File: src/core/irm_defines.svh
// Constants for the interrupt return and low-power mode controller.
`ifndef IRM_DEFINES_SVH
`define IRM_DEFINES_SVH
// Status word bit positions.
`define IRM_SW_IRQ_EN 3
`define IRM_SW_CORE_OFF 4
`define IRM_SW_OSC_OFF 5
`define IRM_SW_GATE0 6
`define IRM_SW_GATE1 7
// Vector table.
`define IRM_VEC_BASE 16'hffe0
`define IRM_VEC_RESET 4'hf
`define IRM_VEC_NMI 4'he
`define IRM_VEC_WDT 4'ha
// Sequence lengths in cycles, and the status word reset value.
`define IRM_ENTRY_CYCLES 3'h6
`define IRM_RETURN_CYCLES 3'h5
`define IRM_SW_RESET 16'h0000
`endif

File: src/core/irm_pkg.sv
// Types for the interrupt return and low-power mode controller.
`default_nettype none
package irm_pkg;
  typedef enum logic [2:0] {
    IRM_RUN = 3'h0,
    IRM_ENTRY = 3'h1,
    IRM_RETURN = 3'h3
  } irm_state_e;
  typedef logic [15:0] irm_word_t;
endpackage : irm_pkg
`default_nettype wire

File: src/core/irm_ctrl.sv
// Interrupt entry, return, nesting and low-power mode controller.
`include "irm_defines.svh"
`default_nettype none
module irm_ctrl
  import irm_pkg::*;
(
  // Clock and reset
  input wire logic CORE_CLK,
  input wire logic RST_N,
  // Interrupt requests, already gated by their own enables
  input wire logic [15:0] IRQ_REQ,
  input wire logic [15:0] IRQ_MULTI_SRC,
  input wire logic PIN_EVENT_FLAG,
  input wire logic OSC_FAULT_FLAG,
  input wire logic FLASH_VIOLATION_FLAG,
  // Core sequencer
  input wire logic INSTR_BOUNDARY,
  input wire logic RETURN_FROM_INTERRUPT_INSTR,
  input wire logic [15:0] PROGRAM_COUNTER,
  input wire logic SW_WRITE,
  input wire logic [15:0] SW_WDATA,
  input wire logic [15:0] STACK_RDATA,
  input wire logic OSC_FEEDS_CLOCKS,
  // Stack access
  output logic STACK_PUSH,
  output logic STACK_POP,
  output logic [15:0] STACK_WDATA,
  // Vector fetch and results
  output logic [15:0] VECTOR_ADDR,
  output logic LOAD_VECTOR,
  output logic LOAD_PC,
  output logic [15:0] PC_OUT,
  output logic [15:0] IRQ_ACK,
  output logic NMI_SHARED_ACK,
  output logic [15:0] STATUS_WORD,
  output logic IN_SEQUENCE,
  // Clock gating
  output logic CORE_RUN,
  output logic MAIN_CLK_EN,
  output logic SUBSYSTEM_CLK_EN,
  output logic AUX_CLK_EN,
  output logic OSC_EN,
  output logic DC_GEN_EN,
  output logic BYTE_ONLY_SFR
);
  // ************************************************************
  // State
  // ************************************************************
  typedef struct packed {
    irm_state_e st;
    logic [2:0] cnt;
    logic [15:0] sw;
    logic [3:0] slot;
    logic [15:0] ack;
    logic push;
    logic pop;
    logic [15:0] wdata;
    logic load_vec;
    logic load_pc;
    logic [15:0] pc;
    logic [15:0] vaddr;
  } irm_state_s;

  irm_state_s q;
  irm_state_s d;
  logic rst_a;
  logic rst_b;
  logic any;
  logic [3:0] slot;
  logic [15:0] masked;

  always_ff @(posedge CORE_CLK or negedge RST_N) begin
    if (!RST_N) begin
      rst_a <= 1'b0;
      rst_b <= 1'b0;
    end else begin
      rst_a <= 1'b1;
      rst_b <= rst_a;
    end
  end

  // ************************************************************
  // Request selection
  // ************************************************************
  // Slots 14 and 15 ignore global enable; the rest need it. A set enable
  // admits any request even inside a routine, whatever its priority.
  always_comb begin
    masked = IRQ_REQ & (q.sw[`IRM_SW_IRQ_EN] ? 16'hffff : 16'hc000);
  end

  irm_prio u_prio (
    .req(masked),
    .any(any),
    .slot(slot)
  );

  // ************************************************************
  // Sequencer
  // ************************************************************
  always_comb begin
    d = q;
    d.push = 1'b0;
    d.pop = 1'b0;
    d.load_vec = 1'b0;
    d.load_pc = 1'b0;
    d.ack = 16'h0000;
    case (q.st)
      IRM_RUN: begin
        // Mode bit writes land directly in the status word.
        if (SW_WRITE) begin
          d.sw = SW_WDATA;
        end
        // An asleep core still accepts; boundary is implied when stopped.
        if (any && (INSTR_BOUNDARY || q.sw[`IRM_SW_CORE_OFF])) begin
          d.st = IRM_ENTRY;
          d.slot = slot;
          d.cnt = 3'h1;
          d.pc = PROGRAM_COUNTER;
        end else if (RETURN_FROM_INTERRUPT_INSTR && INSTR_BOUNDARY) begin
          d.st = IRM_RETURN;
          d.cnt = 3'h1;
        end
      end
      IRM_ENTRY: begin
        d.cnt = q.cnt + 3'h1;
        case (q.cnt)
          3'h1: begin
            d.push = 1'b1;
            d.wdata = q.pc;
          end
          3'h2: begin
            d.push = 1'b1;
            d.wdata = q.sw;
          end
          3'h3: begin
            // Gate 0 survives; the other mode bits and enable are cleared.
            d.sw = q.sw & (16'h0001 << `IRM_SW_GATE0);
            d.ack = (16'h0001 << q.slot) & ~IRQ_MULTI_SRC;
          end
          3'h4: begin
            d.vaddr = `IRM_VEC_BASE | {11'h000, q.slot, 1'b0};
            d.load_vec = 1'b1;
          end
          default: begin
            if (q.cnt >= `IRM_ENTRY_CYCLES) begin
              d.st = IRM_RUN;
              d.cnt = 3'h0;
            end
          end
        endcase
      end
      IRM_RETURN: begin
        d.cnt = q.cnt + 3'h1;
        case (q.cnt)
          // Read data trails each pop by one cycle.
          3'h1: d.pop = 1'b1;
          3'h2: d.pop = 1'b1;
          3'h3: begin
            d.sw = STACK_RDATA;
          end
          3'h4: begin
            d.pc = STACK_RDATA;
            d.load_pc = 1'b1;
          end
          default: begin
            if (q.cnt >= `IRM_RETURN_CYCLES) begin
              d.st = IRM_RUN;
              d.cnt = 3'h0;
            end
          end
        endcase
      end
      default: d.st = IRM_RUN;
    endcase
  end

  always_ff @(posedge CORE_CLK or negedge rst_b) begin
    if (!rst_b) begin
      q <= '{st: IRM_RUN, sw: `IRM_SW_RESET, default: '0};
    end else begin
      q <= d;
    end
  end

  // ************************************************************
  // Outputs and clock gating
  // ************************************************************
  always_comb begin
    logic coff;
    logic ooff;
    logic g0;
    logic g1;
    coff = q.sw[`IRM_SW_CORE_OFF];
    ooff = q.sw[`IRM_SW_OSC_OFF];
    g0 = q.sw[`IRM_SW_GATE0];
    g1 = q.sw[`IRM_SW_GATE1];
    STACK_PUSH = q.push;
    STACK_POP = q.pop;
    STACK_WDATA = q.wdata;
    VECTOR_ADDR = q.vaddr;
    LOAD_VECTOR = q.load_vec;
    LOAD_PC = q.load_pc;
    PC_OUT = q.pc;
    IRQ_ACK = q.ack;
    // Shared slot keeps its three flags; software reads them to tell apart.
    NMI_SHARED_ACK = q.ack[`IRM_VEC_NMI] | (q.load_vec && q.slot == `IRM_VEC_NMI
      && (PIN_EVENT_FLAG | OSC_FAULT_FLAG | FLASH_VIOLATION_FLAG));
    STATUS_WORD = q.sw;
    IN_SEQUENCE = (q.st != IRM_RUN);
    // Gating follows the live status word; clocks gated leave state intact.
    CORE_RUN = !coff || (q.st != IRM_RUN);
    MAIN_CLK_EN = !coff || (q.st != IRM_RUN);
    SUBSYSTEM_CLK_EN = !(coff && g1) && !ooff;
    AUX_CLK_EN = !ooff;
    OSC_EN = !(coff && (g0 || g1)) && !ooff;
    DC_GEN_EN = !ooff && !(coff && g0 && g1) &&
      !(coff && g0 && !g1 && !OSC_FEEDS_CLOCKS);
    BYTE_ONLY_SFR = 1'b1;
  end
endmodule : irm_ctrl
`default_nettype wire

File: src/core/irm_prio.sv
// Fixed-priority picker over sixteen vector slots.
`default_nettype none
module irm_prio (
  // Requests
  input wire logic [15:0] req,
  // Choice
  output logic any,
  output logic [3:0] slot
);
  always_comb begin
    any = 1'b0;
    slot = 4'h0;
    for (int i = 0; i < 16; i++) begin
      if (req[i]) begin
        any = 1'b1;
        slot = i[3:0];
      end
    end
  end
endmodule : irm_prio
`default_nettype wire

File: config.mk
export PLATFORM = sky130hd
export DESIGN_NAME = irm_ctrl
export DESIGN_NICKNAME = d
export VERILOG_FILES = /design/src/core/irm_pkg.sv /design/src/core/irm_ctrl.sv /design/src/core/irm_prio.sv
export VERILOG_INCLUDE_DIRS = /design/src /design/src/core
export SDC_FILE = /design/constraint.sdc
export NUM_CORES = 1
export LEC_CHECK = 0
export BUFFER_PORTS_ARGS = -buffer_cell sky130_fd_sc_hd__clkbuf_2
export CORE_ASPECT_RATIO = 0.9
export CORE_MARGIN = 2
export CORE_UTILIZATION = 43
export CTS_CLUSTER_DIAMETER = 50
export DETAILED_ROUTE_END_ITERATION = 6
export PLACE_DENSITY = 0.75
export SKIP_LAST_GASP = 1
export SLEW_MARGIN = 10
export SYNTH_ARGS = -nofsm -noshare
export SYNTH_HDL_FRONTEND = slang
export SYNTH_SLANG_ARGS = --single-unit
File: constraint.sdc
create_clock -name CORE_CLK -period 5.2 [get_ports CORE_CLK]
set_input_delay 0.52 -clock CORE_CLK [delete_from_list [all_inputs] [get_ports CORE_CLK]]
set_output_delay 0.52 -clock CORE_CLK [all_outputs]
set_load 0.01 [all_outputs]
==> Word-level counts from Yosys, hierarchy flattened <==
Index checks and enable logic that the tools add are counted.
{ "word_totals": {"regBits": 85, "latch_bits": 0, "ramBits": 0, "rom_bits": 0, "inputBits": 89, "output_inout_bits": 93, "word_cells": 137, "n_memories": 0} }
{ "classes": {"addsub": 1, "n_mul": 0, "div_mod_pow": 0, "n_lt_le_gt_ge": 2, "eq_ne": 17, "shifts": 1, "n_mux": 54, "bitwise": 7, "n_reduce_logical": 40} }
{ "ops": {"columns": ["op", "n"], "rows": [
  ["$mux 16", 5],
  ["$pmux 16 s2", 2],
  ["$pmux 19 s3", 1],
  ["$mux 6", 6],
  ["$mux 17", 2],
  ["$and 16x16->16", 2],
  ["$mux 4", 8],
  ["$mux 1", 22],
  ["$not 16->16", 1],
  ["$shl 1x4->16 const A", 1],
  ["$logic_and 1x1->1", 14],
  ["$mux 14", 1],
  ["$mux 3", 4],
  ["$ne 2x2->1 const B", 6],
  ["$eq 3x2->1 const B", 3],
  ["$pmux 3 s3", 1],
  ["$logic_not 1->1", 8],
  ["$reduce_and 2->1", 4],
  ["$reduce_and 4->1", 2],
  ["$eq 3x1->1 const B", 2],
  ["$ge 3x3->1 const B", 2],
  ["$ne 2x1->1 const B", 3],
  ["$reduce_bool 3->1", 2],
  ["$reduce_and 5->1", 1],
  ["other kinds (13)", 19]
]} }

==> Logic depth before layout (Yosys ltp) <==
Gate-level depths: netlist of run 1.
{ "depth": {"depth_word": 21, "mapped_depth": 9, "depth_no_buf": 7} }

==> Modules after synthesis <==
From an unflattened synthesis of run 1, not the netlist that was laid out.
{ "unflattened": {"hier_cells": 507, "hier_area_um2": 4775.8} }
{ "modules_own_cells": {"columns": ["module", "instances", "cells_each", "area_per_inst_um2", "seq_area_each_um2"], "rows": [
  ["irm_ctrl", 1, 478, 4614.4, 2102.0],
  ["irm_prio", 1, 29, 161.4, 0.0]
]} }

==> Worst setup path after synthesis of run 1 <==
Ideal clock, no wire load.
{ "synth_timing": {"path_kind": "register to register", "from": "reg q[91] in the netlist's numbering", "to": "reg q (netlist bit STATUS_WORD[2])", "setup_time_ps": 77, "t_arrival_ps": 2076, "required_ps": 5123, "slack_ps": 3047, "stages_incl_launch_ff": 10, "path_buffers": 2, "synth_period_minus_slack_ps": 2153, "path_cell_list": "dfrtp_1 > clkinv_1 > clkbuf_1 > ha_1 > inv_1 > nor2_1 > nor3_1 > clkbuf_1 > nor2_1 > a21oi_1"} }
{ "synth_via": {"elab_chain_cells": 3, "word_cells_on_any_way": 9, "cone_classes": "eq/ne (5); mux (1); reduce/logical (3)"} }
{ "synth_rtl": {"columns": ["element", "line", "source"], "rows": [
  ["from (decl)", "irm_ctrl.sv:64", "irm_state_s q;"],
  ["from (signal assigned)", "irm_ctrl.sv:179", "q <= '{st: IRM_RUN, sw: `IRM_SW_RESET, default: '0};"],
  ["from (signal assigned)", "irm_ctrl.sv:181", "q <= d;"],
  ["$eq 3x1->1 (tied with other cells)", "irm_ctrl.sv:107", "case (q.st)"],
  ["$ne 2x1->1 (no line) (tied with other cells)", null, null],
  ["$reduce_and 4->1 (no line)", null, null]
]} }
Parallel ways exist; a longest one is shown, timed or not.
A chain may end at the register's enable or synchronous reset.

==> Worst setup path after layout of run 1 <==
{ "layout_timing": {"from": "reg q[91] in the netlist's numbering", "to": "out IN_SEQUENCE"} }
{ "layout_via": {"elab_chain_cells": 1} }
{ "layout_rtl": {"columns": ["element", "line", "source"], "rows": [
  ["$reduce_bool 3->1", "irm_ctrl.sv:209", "IN_SEQUENCE = (q.st != IRM_RUN);"],
  ["to (decl)", "irm_ctrl.sv:36", "output logic IN_SEQUENCE,"]
]} }
Every way passes these cells.

==> results.md, run 1 <==
* Run status: finished, final reports clean
* Vias at 3634
* Data arrival, critical path at 2630 ps
* Die W at ~110 um
* Worst Setup Path Type: flip-flop to primary output
* Total track usage at 0.1910
* Combinational power share at 0.435
* Clock sinks at 84
* Most common cell after layout, fill and taps aside: clkbuf_2
* Initial antenna violation count at 0
* Total power at 3.031 mW
* Final Cell Area at 5344 um^2
* CTS tree: built
* Core Area at ~11000 um^2
* Worst reg2reg path depth at 8
* Final nets at around 670
* Worst-path clk slew at 60 ps
* Warnings, synthesis at 0
* F_max at 317.6 MHz
* Slew headroom at 0.2084
* Post-CTS Setup Repair Bufs at 0
* Setup TNS at 0 ps
* Cells after Synth at 478
* Worst R2R Start: q[91]
* First-pass GRT wire length at 17510 um
* Total gr overflow at 0
* Tmin final at 3149 ps
* EDFF count, synth at 0
* DRT iter0 DRCs at 147
* Tcrit/Tclk final at 0.6056
* Leakage power at 2.641 nW
* Area after DPL at 5064 um^2
* NetSw at 1.235 mW
* Switching part of the total at 0.4074
* Number of synthesized register bits at 84
* Routed Antenna Nets at 0
* Post-DR vias/cell at 5.140
* Mapped Area at 4687 um^2
* Hold path depth at 2
* Initial Util at 0.4372
* Io pins at 182
* Die height at 103.0 um
* Sequential share of power at 0.375
* Routability Congestion at 0.8396
* Hold WC Path Type: input pin to flip-flop
* Max-Cap Viols at 0
* Crit. End Element: primary output
* RSZ-0062 raised after global routing: false
* Ys async rst share at 1.000
* Routed WL at 11350 um
* Area delta synth->final at 14.02%
* # rows at 36
* Share of cells above drive strength 1 at 0.4024
* Vias in the first global route at 3520
* Port buffer count at 179
* Clk_lat worst skew at between 300 and 400 ps
* Synth top area share at 0.4485
* Post-synth top area cell: dfrtp_1
* H-tree Lvls at 3
* Die area at 11750 um^2
* Critical-path maximum fanout at 37
* VDD IR max at 0.0002714 V
* Clk buf depth at 2
* Worst endpoint required time at 4680 ps
* Max-slew violations at 0
* Final setup viols at 0
* CP Launch Type: flip-flop
* Routed length per instance at 16.06 um
* Mean Syn Cell Area at 9.805 um^2
* PD cells at 567.1 nW/um^2
* Yosys cell types at 42
* Top post-synthesis cells by area: dfrtp_1, buf_4, mux2_2
* # diodes at 0
* Worst r2r dst: STATUS_WORD[1]
* Residual DRC count at 0
* Clock Power Share at 0.190
* FF-to-FF setup slack at roughly 2200 ps
* TritonCTS Buffers at 9
* Clock root buffer: clkbuf_16
* Internal power at around 1.8 mW
* Commonest cells after routing, fill and taps aside: clkbuf_2, dfrtp_1, nand2_1
* Largest net degree at the start of global routing at 83
* Count of final hold-check violations at 0
* Main flop type after synthesis: dfrtp_1
* Post-detail-place hpwl at 8441 um
* Hold Path End: IRQ_ACK[10]
* Worst-margin pin slew at 1182 ps
* Clock Skews at 6.699 ps
* First-pass iteration count of the detailed router at 4
* Hold Path Origin: IRQ_MULTI_SRC[10]
* Post-synthesis sequential area ratio at 0.4485
cells by family (layout without fill, tap and decap cells):
| kind of cell | after synthesis | after routing | synth area share |
|---|---|---|---|
| compound gates | 88 | 88 | 0.1236 |
| fa+ha+maj | 10 | 10 | 0.02670 |
| buf+inv | 116 | 211 | 0.1623 |
| flops | 84 | 84 | 0.4485 |
| mux | 44 | 44 | 0.1092 |
| other cells | 2 | 3 | 0.001602 |
| simple gates | 134 | 134 | 0.1281 |
critical path, stage by stage, from the launching register on:
cell and delay [ps]:
dfrtp_1 450, clkinv_1 810, ha_1 640, inv_1 220, clkbuf_2 180
repair_timing:
item / in CTS / in global routing
hold endpoints to repair: 2 / 0
setup endpoints to repair: 0 / 0
hold buffers: 1 / 0
gates resized for setup: 0 / 0
power groups by stage:
| stage | Clock (mW) | Combinational (mW) | Sequential [mW] |
|---|---|---|---|
| detailed placement | 0 | 1.32 | 1.15 |
| CTS | 0.591 | 1.33 | 1.14 |
| floorplan | 0 | 1.22 | 1.05 |
| global route | 0.624 | 1.46 | 1.17 |
| global placement | 0 | 1.27 | 1.13 |
| finish | 0.576 | 1.32 | 1.14 |
worst max path at each step:
stage	cells after the start	endpoint	slack [ps]	from
finish	4	IN_SEQUENCE	2050	q[91]
CTS	4	IN_SEQUENCE	2020	q[91]
global route	4	IN_SEQUENCE	1820	q[91]
detailed placement	8	STATUS_WORD[1]	2230	q[91]
global placement	5	PC_OUT[1]	2440	q[91]
floorplan	0	IRQ_ACK[0]	2690	rst_b
final cells by class:
| class | instances | area, um^2 |
|---|---|---|
| fillers | 1004 | 5376 |
| well taps | 133 | 166.4 |
| multi-input cells | 279 | 1836 |
| flip-flops and latches | 84 | 2106 |
| repair buffers | 181 | 913.4 |
| clock buffers | 10 | 229.0 |
| inverters | 14 | 52.55 |
| clock inverters | 6 | 41.29 |
sequential cells by signal (all words and copies together) (netlist names):
| register | count |
|---|---|
| IRQ_ACK | 16 |
| LOAD_PC | 1 |
| LOAD_VECTOR | 1 |
| PC_OUT | 16 |
| STACK_POP | 1 |
| STACK_PUSH | 1 |
| STACK_WDATA | 16 |
| STATUS_WORD | 16 |
| VECTOR_ADDR | 5 |
| q | 9 |
| rst_a | 1 |
| rst_b | 1 |
stage by stage:
step / hold WS [ps] / setup slack [ps] / instances / util
finish: 341.9 / 2051 / 707 / 0.4985
global route: 331.9 / 1816 / 707 / 0.4985
CTS: 332.8 / 2016 / 707 / 0.4985
detailed placement: 306.9 / 2226 / 690 / 0.4723
global placement: 304.9 / 2435 / 690 / 0.4723
floorplan: 224.4 / 2687 / 479 / -
synthesized netlist by cell type (2+ instances only):
master,n
dfrtp_1,84
buf_4,82
nand2_1,46
nor2_1,43
a21oi_1,34
nor3_1,22
o21ai_0,20
clkbuf_1,17
mux2_2,17
mux2i_1,17
o2bb2ai_1,17
inv_1,13
ha_1,10
mux2_4,10
nand2b_1,5
nor4_1,5
a31oi_1,3
nand3_1,3
nor2b_1,3
conb_1,2
nor3b_1,2
o41ai_1,2
or2_2,2
per-layer routing:
layer	global-route usage	vias up	wire length (um)
met5	0	-	0
met4	0.06379	0	165
met3	0.03351	14	524
met2	0.3196	111	5705
met1	0.2540	1779	4956
li1	-	1730	-
Note: power is estimated with default switching activity, not from simulation.
==> run 2: changes to the inputs <==
Settings changed: ABC_AREA from default to 1.
Clock period 5.2 ns to 2.95 ns, I/O delays scaled along.
==> run 2 against run 1 <==
  * Core utilization is 0.80 points higher
  * Via count rose by 12%
  * Design area rose by 1.2%
  * Non-clock buffer count increased by 6
  * Cell count is 14% higher
  * Sequential power grew 73%
  * Largest cell class unchanged
==> results.md, run 2 <==
* Vias in the first global route at 3776 (was 3520)
* Critical-path maximum fanout at 30 (was 37)
* TritonCTS Buffers at 9 (unchanged)
* DRT iter0 DRCs at 371 (was 147)
* Run status: finished, final reports clean (unchanged)
* Worst Setup Path Type: flip-flop to flip-flop (was flip-flop to primary output)
* Worst path slowest cell: ha_1 (was clkinv_1)
* Largest net degree at the start of global routing at 83 (unchanged)
* Worst Path Buf+Inv at 2 (was 3)
* RSZ-0062 raised after global routing: false (unchanged)
* Initial antenna violation count at 0 (unchanged)
* Core Area at 10680 um^2 (was 10720 um^2)
* F_max at 454.2 MHz
* Die height at 102.8 um (was 103.0 um)
* First-pass GRT wire length at 19090 um (was 17510 um)
* Total track usage at 0.2126 (was 0.1910)
* Setup TNS at 0 ps (unchanged)
* Warnings, synthesis at 0 (unchanged)
* Clock sinks at 84 (unchanged)
* EDFF count, synth at 0 (unchanged)
* Register area at 2106 um^2 (unchanged)
* Hold Path Origin: IRQ_MULTI_SRC[11] (was IRQ_MULTI_SRC[10])
* CTS tree: built (unchanged)
* CP Depth at 7 (was 4)
* Max-slew violations at 0 (unchanged)
* Cells after Synth at 573 (was 478)
* Slowest stage delay, CP at 730 ps (was 810 ps)
* Synth top area share at 0.4509 (was 0.4485)
* Final worst slack at 748.4 ps (was 2051 ps)
* Initial Util at 0.4367 (was 0.4372)
* Final setup viols at 0 (unchanged)
* Fillers at 1046 (was 1004)
* Share of cells above drive strength 1 at 0.3095 (was 0.4024)
* PD cells at 1113 nW/um^2 (was 567.1 nW/um^2)
* # diodes at 0 (unchanged)
* H-tree Lvls at 3 (unchanged)
* Place WS at 774.3 ps (was 2226 ps)
* Post-detail-place hpwl at 9556 um (was 8441 um)
* Clk_lat worst skew at 340 ps (was 330 ps)
* Post-synth top area cell: dfrtp_1 (unchanged)
* Commonest cells after routing, fill and taps aside: clkbuf_2, nand2_1, dfrtp_1 (was clkbuf_2, dfrtp_1, nand2_1)
* Yosys cell types at 34 (was 42)
* Worst R2R Start: q[91] (unchanged)
* Post-CTS resize count at 0 (unchanged)
* Mean Syn Cell Area at 8.136 um^2 (was 9.805 um^2)
* Crit. End Element: flip-flop (was primary output)
* Count of final hold-check violations at 0 (unchanged)
* Die W at 113.8 um (was 114.1 um)
* Tcrit/Tclk final at 0.7463
* Worst-path clk slew at 60 ps (about the same)
* Mapped Area at 4662 um^2 (was 4687 um^2)
* Delay-heaviest family, CP: adder cells (was buffers and inverters)
* Number of synthesized register bits at 84 (unchanged)
* CP Launch Type: flip-flop (unchanged)
* First-pass iteration count of the detailed router at 6 (was 4)
* Crit path launch: q[91] (unchanged)
* Hold path depth at 2 (unchanged)
* Cell with the most instances after synthesis: nand2_1 (was dfrtp_1)
* Clock root buffer: clkbuf_16 (unchanged)
* Worst endpoint required time at 3160 ps (was 4680 ps)
* Routed length per instance at 15.42 um (was 16.06 um)
* Routed WL at 12420 um (was 11350 um)
* Hold WC Path Type: input pin to flip-flop (unchanged)
* Clock Skews at 5.636 ps (was 6.699 ps)
* Data arrival, critical path at 2410 ps (was 2630 ps)
* Residual DRC count at 0 (unchanged)
* Area delta synth->final at 15.97% (was 14.02%)
* Hold WS at 110.1 ps (was 341.9 ps)
* Port buffer count at 179 (unchanged)
* Post-synthesis sequential area ratio at 0.4509 (was 0.4485)
* Final core occ at 0.5064 (was 0.4985)
* Layout Cells excl Fill at 805 (was 707)
* # rows at 36 (unchanged)
* Max-Cap Viols at 0 (unchanged)
* Top post-synthesis cells by area: dfrtp_1, buf_4, nand2_1 (was dfrtp_1, buf_4, mux2_2)
* Most common cell after layout, fill and taps aside: clkbuf_2 (unchanged)
* Routability Congestion at 0.9489 (was 0.8396)
* DP Cell Count at 789 (was 690)
* Total gr overflow at 0 (unchanged)
* Worst-margin pin slew at 1041 ps (was 1182 ps)
* Die area at 11690 um^2 (was 11750 um^2)
* Main flop type after synthesis: dfrtp_1 (unchanged)
* VDD IR max at 0.0004745 V (was 0.0002714 V)
* Top cells by count, synth: nand2_1, buf_4, dfrtp_1 (was dfrtp_1, buf_4, nand2_1)
* Routed Antenna Nets at 0 (unchanged)
* Leakage power at 2.911 nW (was 2.641 nW)
* Multi-input gate area at 1710 um^2 (was 1836 um^2)
* Ys async rst share at 1.000 (unchanged)
* Clk buf depth at 2 (unchanged)
* Post-DR vias/cell at 5.039 (was 5.140)
* Crit path cell chain: ha_1 > inv_1 > o22ai_1 > a211oi_4 > buf_4 > o211ai_1 > o21ai_0 (was clkinv_1 > ha_1 > inv_1 > clkbuf_2)
* Io pins at 182 (unchanged)
* Final nets at 767 (was 668)
* Vias at 4056 (was 3634)
* Tmin final at 2202 ps
* Worst reg2reg path depth at 7 (was 8)
* Slew headroom at 0.3061 (was 0.2084)
==> run 2: logic make-up (layout without fill, tap and decap cells) <==
kind of cell | count (synthesis) | after routing | share of synthesized area
compound gates | 126 | 126 | 0.1546
fa+ha+maj | 10 | 10 | 0.02684
buf+inv | 144 | 242 | 0.1857
flops | 84 | 84 | 0.4509
mux | 1 | 1 | 0.002415
other cells | 2 | 3 | 0.001611
simple gates | 206 | 206 | 0.1779
==> run 2: final timing paths <==
path / endpoint / slack, ps
worst min register to register: rst_b / 360
min in group asynchronous: rst_b / 270
max in group asynchronous: STACK_WDATA[14] / 1770
worst max-delay path: STATUS_WORD[3] / 750
worst max register to register: STATUS_WORD[3] / 750
worst min-delay path: IRQ_ACK[11] / 110
==> run 2: area by class of cell <==
type	instances	area share
timing repair buffer	187	0.1773
inverter	40	0.02777
tap	133	0.03078
clock buffer	9	0.04166
clock inverter	6	0.01666
multi-input combinational	346	0.3164
sequential	84	0.3895
==> run 2: power breakdown <==
part / switching, mW / internal (mW)
registers: 0.391 / 1.58
clock network: 0.473 / 0.737
logic: 1.81 / 1.03
total: 2.67 / 3.34
==> run 2: what timing repair did <==
action,in CTS,in global routing
setup buffers,0,0
hold buffers,1,0
setup endpoints to repair,0,0
endpoints found under the hold margin,2,0
==> run 2: per-layer routing <==
metal	vias up	wire, um	GRT usage
met4	0	217	0.07317
met1	1892	5562	0.2881
met3	28	790	0.05409
met2	162	5847	0.3363
li1	1974	-	-
met5	-	0	0
==> run 2: through the flow <==
step | power [mW] | instance area (um^2)
2_1_floorplan | 4.265 | 4666
3_3_place_gp | 4.707 | 5081
3_5_place_dp | 4.818 | 5081
4_1_cts | 6.032 | 5406
5_1_grt | 6.523 | 5406
6_report | 6.018 | 5406
